### src/cfg_bank_regs.svh
`ifndef CFG_BANK_REGS_SVH
`define CFG_BANK_REGS_SVH

// ---------------------------------------------------------------
// Register offsets
// ---------------------------------------------------------------
`define ADR_RATE_CLK    8'h01
`define ADR_TEST_SIG    8'h02
`define ADR_REF_BIAS    8'h03
`define ADR_IRQ_STATUS  8'h04
`define ADR_IRQ_CLEAR   8'h05
`define ADR_IRQ_ENABLE  8'h06

// ---------------------------------------------------------------
// Reset values
// ---------------------------------------------------------------
`define RST_RATE_CLK    8'h96
`define RST_TEST_SIG    8'hc0
`define RST_REF_BIAS    8'h60
`define RST_IRQ         8'h00
`define RST_DIVIDER     13'h1000

// ---------------------------------------------------------------
// Field positions and codes
// ---------------------------------------------------------------
`define BIT_CHAIN_MODE  6
`define BIT_OSC_OUT_EN  5
`define BIT_TEST_INT    4
`define BIT_TEST_AMP    2
`define BIT_REF_BUF     7
`define BIT_BIAS_MEASURE_ROUTE   4
`define BIT_BIAS_REF    3
`define BIT_BIAS_BUF    2
`define BIT_BIAS_SENSE  1
`define BIT_BIAS_STAT   0
`define MSK_REF_BIAS_WR 8'hfe
`define CODE_BIAS_IN    3'h2
`define DIV_BASE_LOG2   4'h6
`define DIV_RESERVED    3'h7
`define FREQ_SLOW_LOG2  5'h15
`define FREQ_FAST_LOG2  5'h14
`define FREQ_DC         2'h3
`define FREQ_ILLEGAL    2'h2
`define FREQ_SLOW       2'h0
`define FREQ_FAST       2'h1

// Interrupt status bits
`define IRQ_LEADOFF     0
`define IRQ_RECONNECT   1
`define IRQ_BAD_CODE    2

`endif

### src/cfg_bank_pkg.sv
package cfg_bank_pkg;

  // Register bus request
  typedef struct packed {
    logic [7:0] addr;
    logic [7:0] wdata;
    logic       wr;
    logic       rd;
  } bus_req_s;

  // Decoded analog controls
  typedef struct packed {
    logic       chain_readback;
    logic       osc_out_en;
    logic       test_internal;
    logic       test_amp_double;
    logic [1:0] test_frequency_select;
    logic       ref_buffer_enable;
    logic       bias_measure_route;
    logic       bias_reference_internal;
    logic       bias_buffer_enable;
    logic       bias_sense_enable;
  } ctrl_s;

endpackage : cfg_bank_pkg

### src/adc_config_register_bank.sv
// Our own choice: the address-and-strobe port.
`include "cfg_bank_regs.svh"

module adc_config_register_bank
  import cfg_bank_pkg::*;
#(
  parameter int NUM_CH = 8
) (
  // Clock and reset
  input  wire logic                    sys_clk_i,
  input  wire logic                    rst_n_i,
  // Register port
  input  wire logic [7:0]              addr_i,
  input  wire logic [7:0]              wdata_i,
  input  wire logic                    wr_i,
  input  wire logic                    rd_i,
  output logic      [7:0]              rdata_o,
  // Pins and analog status
  input  wire logic                    clock_source_select_pin_i,
  input  wire logic                    bias_open_i,
  input  wire logic                    osc_clk_i,
  input  wire logic [NUM_CH*3-1:0]     channel_input_select_i,
  // Clock pin, output side
  output logic                         clk_pin_o,
  output logic                         clk_pin_oe_o,
  // Analog controls
  output cfg_bank_pkg::ctrl_s          ctrl_o,
  output logic      [12:0]             modulator_divider_o,
  output logic                         test_level_o,
  output logic      [NUM_CH-1:0]       bias_route_o,
  // Interrupt
  output logic                         irq_o
);

  import cfg_bank_pkg::*;

  // -------------------------------------------------------------
  // State
  // -------------------------------------------------------------
  typedef struct packed {
    logic [7:0]  rate_and_clock_config;
    logic [7:0]  test_signal_config;
    logic [7:0]  reference_and_bias_config;
    logic [7:0]  irq_status;
    logic [7:0]  irq_enable;
    logic [7:0]  rdata;
    logic [12:0] divider;
    logic        sel_meta;
    logic        sel_sync;
    logic        open_meta;
    logic        open_sync;
    logic        open_prev;
  } bank_s;

  bank_s    st_ff;
  bank_s    nxt_st;
  bus_req_s req;
  logic     test_level;

  // Divider for a rate code: 64 shifted left by the code
  function automatic logic [12:0] rate_divider(input logic [2:0] code);
    rate_divider = 13'h1 << (`DIV_BASE_LOG2 + {1'b0, code});
  endfunction : rate_divider

  assign req = '{addr: addr_i, wdata: wdata_i, wr: wr_i, rd: rd_i};

  // -------------------------------------------------------------
  // Next state
  // -------------------------------------------------------------
  always_comb begin
    nxt_st = st_ff;

    // Pins are asynchronous to the bank; two flops before use
    nxt_st.sel_meta  = clock_source_select_pin_i;
    nxt_st.sel_sync  = st_ff.sel_meta;
    nxt_st.open_meta = bias_open_i;
    nxt_st.open_sync = st_ff.open_meta;
    nxt_st.open_prev = st_ff.open_sync;

    // Live lead-off flag, never written by software
    nxt_st.reference_and_bias_config[`BIT_BIAS_STAT] =
      st_ff.reference_and_bias_config[`BIT_BIAS_SENSE] &
      st_ff.open_sync;

    // Register writes
    if (req.wr) begin
      unique case (req.addr)
        `ADR_RATE_CLK: begin
          nxt_st.rate_and_clock_config = req.wdata;
        end
        `ADR_TEST_SIG: begin
          nxt_st.test_signal_config = req.wdata;
        end
        `ADR_REF_BIAS: begin
          // Flag bit masked out so a write cannot fake a lead-off
          nxt_st.reference_and_bias_config =
            (req.wdata & `MSK_REF_BIAS_WR) |
            (nxt_st.reference_and_bias_config &
             ~`MSK_REF_BIAS_WR);
        end
        `ADR_IRQ_CLEAR: begin
          nxt_st.irq_status = st_ff.irq_status & ~req.wdata;
        end
        `ADR_IRQ_ENABLE: begin
          nxt_st.irq_enable = req.wdata;
        end
        default: begin
        end
      endcase
    end

    // Events set after the clear so a same-cycle event wins
    if (st_ff.open_sync & ~st_ff.open_prev)
      nxt_st.irq_status[`IRQ_LEADOFF] = 1'b1;
    if (~st_ff.open_sync & st_ff.open_prev)
      nxt_st.irq_status[`IRQ_RECONNECT] = 1'b1;
    // Reserved rate code or forbidden test frequency
    if (req.wr && req.addr == `ADR_RATE_CLK &&
        req.wdata[2:0] == `DIV_RESERVED)
      nxt_st.irq_status[`IRQ_BAD_CODE] = 1'b1;
    if (req.wr && req.addr == `ADR_TEST_SIG &&
        req.wdata[1:0] == `FREQ_ILLEGAL)
      nxt_st.irq_status[`IRQ_BAD_CODE] = 1'b1;

    // Reserved rate code keeps the last legal divider
    if (st_ff.rate_and_clock_config[2:0] != `DIV_RESERVED)
      nxt_st.divider =
        rate_divider(st_ff.rate_and_clock_config[2:0]);

    // Read data valid the cycle after the strobe only
    nxt_st.rdata = 8'h00;
    if (req.rd) begin
      unique case (req.addr)
        `ADR_RATE_CLK:   nxt_st.rdata = st_ff.rate_and_clock_config;
        `ADR_TEST_SIG:   nxt_st.rdata = st_ff.test_signal_config;
        `ADR_REF_BIAS:   nxt_st.rdata = st_ff.reference_and_bias_config;
        `ADR_IRQ_STATUS: nxt_st.rdata = st_ff.irq_status;
        `ADR_IRQ_ENABLE: nxt_st.rdata = st_ff.irq_enable;
        default:         nxt_st.rdata = 8'h00;
      endcase
    end
  end

  // -------------------------------------------------------------
  // Registers
  // -------------------------------------------------------------
  always_ff @(posedge sys_clk_i or negedge rst_n_i) begin
    if (!rst_n_i) begin
      st_ff                           <= '0;
      st_ff.rate_and_clock_config     <= `RST_RATE_CLK;
      st_ff.test_signal_config        <= `RST_TEST_SIG;
      st_ff.reference_and_bias_config <= `RST_REF_BIAS;
      st_ff.irq_status                <= `RST_IRQ;
      st_ff.irq_enable                <= `RST_IRQ;
      st_ff.divider                   <= `RST_DIVIDER;
    end else begin
      st_ff <= nxt_st;
    end
  end

  // -------------------------------------------------------------
  // Calibration signal generator
  // -------------------------------------------------------------
  test_pulse_gen #(
    .CNT_W (22)
  ) u_test_pulse_gen (
    .sys_clk_i               (sys_clk_i),
    .rst_n_i                 (rst_n_i),
    .test_frequency_select_i (st_ff.test_signal_config[1:0]),
    .test_level_o            (test_level)
  );

  // -------------------------------------------------------------
  // Outputs
  // -------------------------------------------------------------
  assign rdata_o             = st_ff.rdata;
  assign modulator_divider_o = st_ff.divider;
  // Test level only meaningful when generated internally
  assign test_level_o = test_level &
    st_ff.test_signal_config[`BIT_TEST_INT];

  // Oscillator onto the clock pin; pin is an output only when enabled
  assign clk_pin_oe_o = st_ff.sel_sync &
    st_ff.rate_and_clock_config[`BIT_OSC_OUT_EN];
  assign clk_pin_o = clk_pin_oe_o & osc_clk_i;

  always_comb begin
    ctrl_o.chain_readback =
      st_ff.rate_and_clock_config[`BIT_CHAIN_MODE];
    ctrl_o.osc_out_en = st_ff.rate_and_clock_config[`BIT_OSC_OUT_EN];
    ctrl_o.test_internal = st_ff.test_signal_config[`BIT_TEST_INT];
    ctrl_o.test_amp_double =
      st_ff.test_signal_config[`BIT_TEST_AMP];
    ctrl_o.test_frequency_select = st_ff.test_signal_config[1:0];
    ctrl_o.ref_buffer_enable =
      st_ff.reference_and_bias_config[`BIT_REF_BUF];
    ctrl_o.bias_measure_route =
      st_ff.reference_and_bias_config[`BIT_BIAS_MEASURE_ROUTE];
    ctrl_o.bias_reference_internal =
      st_ff.reference_and_bias_config[`BIT_BIAS_REF];
    ctrl_o.bias_buffer_enable =
      st_ff.reference_and_bias_config[`BIT_BIAS_BUF];
    ctrl_o.bias_sense_enable =
      st_ff.reference_and_bias_config[`BIT_BIAS_SENSE];
  end

  // Per-channel bias input routing switches
  always_comb begin
    for (int i = 0; i < NUM_CH; i++) begin
      bias_route_o[i] =
        st_ff.reference_and_bias_config[`BIT_BIAS_MEASURE_ROUTE] &
        (channel_input_select_i[i*3 +: 3] == `CODE_BIAS_IN);
    end
  end

  // Level interrupt while an enabled event is pending
  assign irq_o = |(st_ff.irq_status & st_ff.irq_enable);

endmodule : adc_config_register_bank

### src/test_pulse_gen.sv
`include "cfg_bank_regs.svh"

// Calibration signal from a free-running master clock count
module test_pulse_gen #(
  parameter int CNT_W = 22
) (
  // Clock and reset
  input  wire logic       sys_clk_i,
  input  wire logic       rst_n_i,
  // Control
  input  wire logic [1:0] test_frequency_select_i,
  // Output
  output logic            test_level_o
);

  typedef struct packed {
    logic [CNT_W-1:0] cnt;
    logic             level;
  } gen_s;

  gen_s st_ff;
  gen_s nxt_st;

  // -------------------------------------------------------------
  // Divider: period 2^21 or 2^20 clocks, dc high for code 11
  // -------------------------------------------------------------
  always_comb begin
    nxt_st     = st_ff;
    nxt_st.cnt = st_ff.cnt + 1'b1;
    unique case (test_frequency_select_i)
      `FREQ_SLOW: nxt_st.level = st_ff.cnt[`FREQ_SLOW_LOG2-1];
      `FREQ_FAST: nxt_st.level = st_ff.cnt[`FREQ_FAST_LOG2-1];
      `FREQ_DC: nxt_st.level = 1'b1;
      // Forbidden code holds the output still
      default: nxt_st.level = st_ff.level;
    endcase
  end

  always_ff @(posedge sys_clk_i or negedge rst_n_i) begin
    if (!rst_n_i) begin
      st_ff <= '0;
    end else begin
      st_ff <= nxt_st;
    end
  end

  assign test_level_o = st_ff.level;

endmodule : test_pulse_gen

### config.mk
export PLATFORM = sky130hd
export DESIGN_NAME = adc_config_register_bank
export DESIGN_NICKNAME = d
export VERILOG_FILES = /design/src/cfg_bank_pkg.sv /design/src/adc_config_register_bank.sv /design/src/test_pulse_gen.sv
export VERILOG_INCLUDE_DIRS = /design/src
export SDC_FILE = /design/constraint.sdc
export NUM_CORES = 1
export LEC_CHECK = 0
export ABC_AREA = 1
export ABC_CLOCK_PERIOD_IN_PS = 4100
export BUFFER_PORTS_ARGS = -buffer_cell sky130_fd_sc_hd__buf_2
export CAP_MARGIN = 0
export CORE_ASPECT_RATIO = 0.75
export CORE_MARGIN = 2
export CORE_UTILIZATION = 59
export DETAILED_ROUTE_END_ITERATION = 8
export PLACE_DENSITY = 0.86
export SLEW_MARGIN = 10
export SYNTH_ARGS = -nofsm -noshare
export SYNTH_HDL_FRONTEND = slang
export SYNTH_SLANG_ARGS = --single-unit
### constraint.sdc
create_clock -name sys_clk_i -period 4.1 [get_ports sys_clk_i]
set_input_delay 0.82 -clock sys_clk_i [delete_from_list [all_inputs] [get_ports sys_clk_i]]
set_output_delay 0.82 -clock sys_clk_i [all_outputs]
set_load 0.02 [all_outputs]
==> results of run 1 <==
==> final cells by class <==
class,instances,area [um2],area share [%]
clock buffers,9,124,2.55
clock inverters,7,126,2.60
inverters,40,151,3.11
multi-input cells,313,1660,34.2
flip-flops and latches,88,2210,45.5
well taps,101,126,2.60
repair buffers,91,460,9.47
==> flip-flops by register name (all words and copies together) (netlist names) <==
register,count
rdata_o,8
st_ff,31
modulator_divider_o,13
u_test_pulse_gen.st_ff,21
nxt_st,3
ctrl_o,11
u_test_pulse_gen.test_level_o,1
==> metrics by stage <==
stage | setup WS [ns] | total power [mW] | std cells | util [%]
global route | 1.68 | 1.84 | 649 | 67.3
floorplan | 1.95 | 1.01 | 483 | -
global placement | 1.91 | 1.06 | 633 | 63.8
CTS | 1.78 | 1.78 | 649 | 67.3
finish | 1.76 | 1.77 | 649 | 67.3
detailed placement | 1.90 | 1.06 | 633 | 63.8
==> worst max-delay path, cell delays in order (launching register included) <==
cell	delay, ns
dfrtp_1	0.42
nand2_1	0.11
nand2_1	0.05
a221oi_1	0.30
nand2_1	0.11
buf_2	0.17
==> power by group <==
part           internal [mW]  switching, mW  total (mW)
clock                  0.413          0.313       0.726
sequential             0.893         0.0204       0.913
combinational         0.0440         0.0878       0.132
total                   1.35          0.421        1.77
==> kinds of logic after synthesis <==
logic type	after synthesis	synth area share, %
simple gates	231	24.8
xor+xnor	19	3.83
compound gates	61	9.14
buf+inv	82	10.7
flops	88	51.0
fa+ha+maj	2	0.576
==> metal layers <==
| layer | up-vias | wire length (um) | share of wire (%) | global-route usage, % |
|---|---|---|---|---|
| met5 | - | 0 | 0 | 0 |
| met4 | 0 | 77 | 0.87 | 6.71 |
| met3 | 9 | 781 | 8.8 | 5.79 |
| met2 | 162 | 4140 | 47 | 36.3 |
| met1 | 1616 | 3880 | 44 | 33.5 |
| li1 | 1655 | - | - | - |
==> path summary, 6_finish.rpt <==
| path | endpoint | cells past startpoint |
|---|---|---|
| min | st_ff[3] | 0 |
| max in group asynchronous | st_ff[56] | 2 |
| min reg2reg | st_ff[3] | 0 |
| min in group asynchronous | rdata_o[5] | 1 |
| max reg2reg | modulator_divider_o[7] | 5 |
| max | irq_o | 5 |
==> layout by cell type, fill, tap and decap left out, drive strengths merged <==
cell type,n
a21oi,3
a221oi,2
buf,91
bufinv,3
clkbuf,9
clkinv,1
clkinvlp,1
dfrtp,79
dfstp,9
ha,2
inv,42
nand2,128
nand3,45
nand4,1
nor2,43
nor3,14
o211ai,1
o21a,5
o21ai,47
o311ai,1
o31ai,2
xnor2,5
xor2,14
==> run summary, run 1 <==
FMAX: 428 MHz
worst hold slack: 0.353 ns
Avg Inst Size Synth: 8.99 um2
Setup CP Type: flop to primary output
Post-synth EDFFs: 0
synthesized flop and latch total: 88
synth cell count leaders: 116 x nand2_1, 79 x dfrtp_1, 43 x nand3_1
drt drc: 0
Avg WL per Cell: 13.7 um
Final HPWL DP: 6440 um
post-placement cell area: 4610 um2
Worst Setup SP: st_ff[39]
H-Tree Depth: 3
min Tclk post-route: 2.34 ns
leak pwr: 2.50 nW
Top Ports: 91
clk root buf: clkbuf_8
Core Area: 7230 um2
Area Growth Syn to Fin: 12.1%
top cells by area, synth: dfrtp_1 46%, nand2_1 10%, buf_4 5.7%, dfstp_2 5.4%, nand3_1 5.0%
Final setup viols: 0
antenna violations before repair: 0
initial core utilization: 60.0%
fraction of layout cells with a size suffix above 1: 29.6%
Max-Cap Viols: 0
setup TNS: 0 ns
top-count cell post-synth: nand2_1
share of Yosys cell area claimed by the top area cell type: 45.5%
antenna cells: 0
Relative slew margins: 52.4%
critical path arrival: 1.52 ns
largest net degree at the start of global routing: 61
grt total ovfl: 0
Total GRT Usage: 23.6%
register area share after synthesis: 51.0%
via count: 3442
postcts setup bufs: 0
VDD IR max: 0.000290 V
crit-path max FO: 3
drt first pass iters: 5
Post-CTS Hold Buffers: 0
Post-synth ARST share: 100%
Synth area leader: dfrtp_1
final wirelength: 8880 um
Num CTS Buffers: 9
RSZ-0062 raised after global routing: no
R2R Path Start: st_ff[60]
sink count of the clock tree: 88
nets: 592
die width: 103 um
Site Rows: 27
status: completed
register-to-register setup slack: 2.45 ns
CTS tree: built
Tcrit/Tclk final: 57.0%
Min-Delay Startpoint: nxt_st[3]
Worst setup EP type: primary output
Final ANT Viol Nets: 0
Worst Setup Start Kind: flop
PwrDens: 364 nW/um2
number of global-route vias before repair: 3099
Max Root-Sink Buffers: 2
Yosys warnings: 0
via density per instance: 5.30
Hold Crit Class: flop to flop
Main synth FF type: dfrtp_1
first-pass GRT wire length: 14600 um
worst skew pair latency: 0.36 ns
clock skew: 0.00807 ns
IO buf count: 90
Final GP Congestion: 0.952
Synthesized Nets: 532
Finished Cell Area: 4860 um2
Syn Inst Count: 483
Slew Viols, Final: 0
die area: 8070 um2
First DRT Iteration DRCs: 254
Slew @ Worst Pin: 0.713 ns
Post-Syn Area: 4340 um2
fill count: 585
Die H: 78.3 um
final hold violation count: 0
Worst-path clk slew: 0.09 ns
Netlist cell types: 34
WP data required: 3.28 ns
CTS resizes: 0
Note: power is estimated with default switching activity, not from simulation.
==> inputs of run 2 (changes only) <==
Settings changed: ABC_AREA 1 to 0, ABC_CLOCK_PERIOD_IN_PS 4100 to 2000, CORE_UTILIZATION 59 to 49, PLACE_DENSITY 0.86 to 0.77.
Clock period 4.1 ns to 2 ns, I/O delays scaled along.
==> run 2 against run 1 <==
  * Cell count shrank 18%
  * Final area is essentially flat
  * Area after synthesis shrank 4.3%
  * Clock skew shrank 0.00058 ns
  * Power grew 120%
  * Sequential share of layout area is essentially flat
  * Critical path depth grew 1
  * Setup slack lost 1.5 ns
  * Largest power group unchanged
==> run summary, run 2 <==
final wirelength: 8560 um (-3.6%)
largest net degree at the start of global routing: 39 (-36%)
fraction of layout cells with a size suffix above 1: 40.3% (+11 points)
clk root buf: clkbuf_16
Slew @ Worst Pin: 0.493 ns (-0.221 ns)
WP data required: 2.22 ns (-1.06 ns)
leak pwr: 2.38 nW (-4.9%)
drt drc: 0 (unchanged)
post-route total power: 3.90 mW (+120%)
antenna cells: 0 (unchanged)
most common cell after layout, fill and taps aside: buf_2
Syn Inst Count: 354 (-27%)
Worst-path clk slew: 0.06 ns (-0.03 ns)
First DRT Iteration DRCs: 107 (-58%)
via density per instance: 5.37 (+1.3%)
via count: 2873 (-17%)
Multi-input gate area: 1630 um2 (-2.2%)
final hold violation count: 0 (unchanged)
Die H: 83.7 um (+7.0%)
Avg Inst Size Synth: 11.7 um2 (+31%)
Avg WL per Cell: 16.0 um (+17%)
Final setup viols: 0 (unchanged)
Setup CP Type: flop to flop
first-pass GRT wire length: 14300 um (-2.5%)
register area share after synthesis: 53.3% (+2.3 points)
Post-synth EDFFs: 0 (unchanged)
Relative slew margins: 66.9% (+14 points)
final setup margin: 0.214 ns (-1.55 ns)
clock skew: 0.00749 ns (-0.000579 ns)
Final ANT Viol Nets: 0 (unchanged)
Util after Layout: 58.3% (-9.0 points)
die width: 110 um (+7.0%)
crit-path max FO: 13 (+10)
worst skew pair latency: 0.34 ns (-0.02 ns)
Hold Crit Class: input pin to flop
share of Yosys cell area claimed by the top area cell type: 47.6% (+2.1 points)
Netlist cell types: 44 (+29%)
Worst setup EP type: flop
synth cell count leaders: 79 x dfrtp_1, 38 x mux2_2, 32 x buf_4
Core Area: 8350 um2 (+15%)
status: completed
top cells by area, synth: dfrtp_1 48%, mux2_2 10%, buf_4 5.8%, dfstp_2 5.7%, xnor2_1 2.7%
Area Growth Syn to Fin: 17.1%
clock power share: 44.4% (+3.4 points)
antenna violations before repair: 0 (unchanged)
Max-Cap Viols: 0 (unchanged)
VDD IR max: 0.000472 V (+63%)
setup TNS: 0 ns (unchanged)
max reg flops: 31 (unchanged)
Worst Setup Start Kind: flop
Yosys warnings: 0 (unchanged)
sink count of the clock tree: 88 (unchanged)
Post-synth ARST share: 100% (unchanged)
part of the power in registers: 48.0% (-3.6 points)
synthesized flop and latch total: 88 (unchanged)
Final HPWL DP: 6220 um (-3.4%)
CTS resizes: 0 (unchanged)
grt total ovfl: 0 (unchanged)
Main synth FF type: dfrtp_1
H-Tree Depth: 3 (unchanged)
top-count cell post-synth: dfrtp_1
initial core utilization: 49.8% (-10 points)
Num CTS Buffers: 9 (unchanged)
FMAX: 560 MHz
drt first pass iters: 4 (-1)
CTS tree: built
Max Root-Sink Buffers: 2 (unchanged)
Net Sw Power: 0.895 mW (+110%)
RSZ-0062 raised after global routing: no
Slew Viols, Final: 0 (unchanged)
fill count: 707 (+21%)
Post-Syn Area: 4150 um2 (-4.3%)
switching part of the total: 23.0% (-0.82 points)
number of global-route vias before repair: 2871 (-7.4%)
IO buf count: 90 (unchanged)
Site Rows: 29 (+7.4%)
Synth area leader: dfrtp_1
die area: 9230 um2 (+14%)
worst hold slack: 0.162 ns (-0.191 ns)
commonest non-fill, non-tap cells in the layout: 89 x buf_2, 79 x dfrtp_1, 38 x mux2_2
nets: 471 (-20%)
Top Ports: 91 (unchanged)
pre-CTS setup slack: 0.0946 ns (-1.81 ns)
min Tclk post-route: 1.79 ns
Synthesized Nets: 403 (-24%)
Comb power frac: 7.7% (+0.3 points)
critical path arrival: 2.01 ns (+0.49 ns)
PwrDens: 802 nW/um2 (+120%)
most flop-heavy register: st_ff
FF/Latch Area: 2210 um2 (unchanged)
Final GP Congestion: 0.772 (-19%)
Total GRT Usage: 20.1% (-3.5 points)
Pint: 3.00 mW (+120%)
Tcrit/Tclk final: 89.3%
==> run 2: changes by cell type after synthesis, sizes merged, moves of 12 or more <==
cell	delta
nand2	-114
o21ai	-42
mux2	+38
inv	-33
nand3	-29
nor2	-15
a22oi	+12
==> run 2: final timing paths <==
kind / slack [ns] / from / end / cells after the start
setup / recovery: 0.21 / st_ff[59] / modulator_divider_o[4] / 6
hold / removal: 0.16 / clock_source_select_pin_i / nxt_st[3] / 1
setup reg to reg: 0.21 / st_ff[59] / modulator_divider_o[4] / 6
hold reg to reg: 0.36 / nxt_st[1] / nxt_st[0] / 0
max in group asynchronous: 0.91 / rst_n_i / st_ff[62] / 3
min in group asynchronous: 0.49 / rst_n_i / u_test_pulse_gen.st_ff[4] / 2
==> run 2: cells by family (layout without fill, tap and decap cells) <==
group / count (synthesis) / after routing / share of synthesized area, %
adders and majority gates: 2 / 2 / 0.602
muxes: 47 / 47 / 12.5
and+or+nand+nor: 102 / 102 / 14.2
buffers and inverters: 50 / 123 / 7.53
DFF: 88 / 88 / 53.3
xor gates and xnor gates: 19 / 19 / 4.01
AOI/OAI and AO/OA: 46 / 46 / 7.86
==> run 2: cell type report <==
class,count,share of cell area (%)
Sequential cell,88,45.5
Multi-Input combinational cell,216,33.4
Tap cell,108,2.78
Inverter,6,0.463
Clock buffer,11,5.20
Timing Repair Buffer,101,11.3
Clock inverter,5,1.29
==> run 2: layer usage <==
layer | up-vias | wire length [um] | part of all wire, % | GRT usage (%)
li1 | 1356 | - | - | -
met1 | 1440 | 4040 | 47 | 28.6
met2 | 67 | 3930 | 46 | 29.8
met3 | 10 | 520 | 6.1 | 5.70
met4 | 0 | 65 | 0.76 | 6.14
met5 | - | 0 | 0 | 0
==> run 2: critical path: stages (launching register included) <==
cell and delay [ns]:
dfstp_2 0.65, inv_1 0.14, ha_1 0.35, nand2b_1 0.21, nor2_1 0.06, a31oi_1 0.18, nor2_1 0.07
==> run 2: metrics by stage <==
stage	instances	instance area, um2
finish	535	4860
global route	535	4860
CTS	535	4860
detailed placement	518	4540
global placement	518	4540
floorplan	354	4150
==> run 2: power by group through the flow <==
stage / combinational (mW) / sequential (mW) / clock [mW]
6_report: 0.298 / 1.87 / 1.73
5_1_grt: 0.330 / 1.87 / 1.84
4_1_cts: 0.302 / 1.87 / 1.77
3_5_place_dp: 0.299 / 1.90 / 0
3_3_place_gp: 0.290 / 1.90 / 0
2_1_floorplan: 0.182 / 1.88 / 0
==> run 2: timing repair <==
item | in CTS | in global routing
buffers inserted | 0 | 0
endpoints found under the hold margin | 23 | 0
hold buffers | 1 | 0
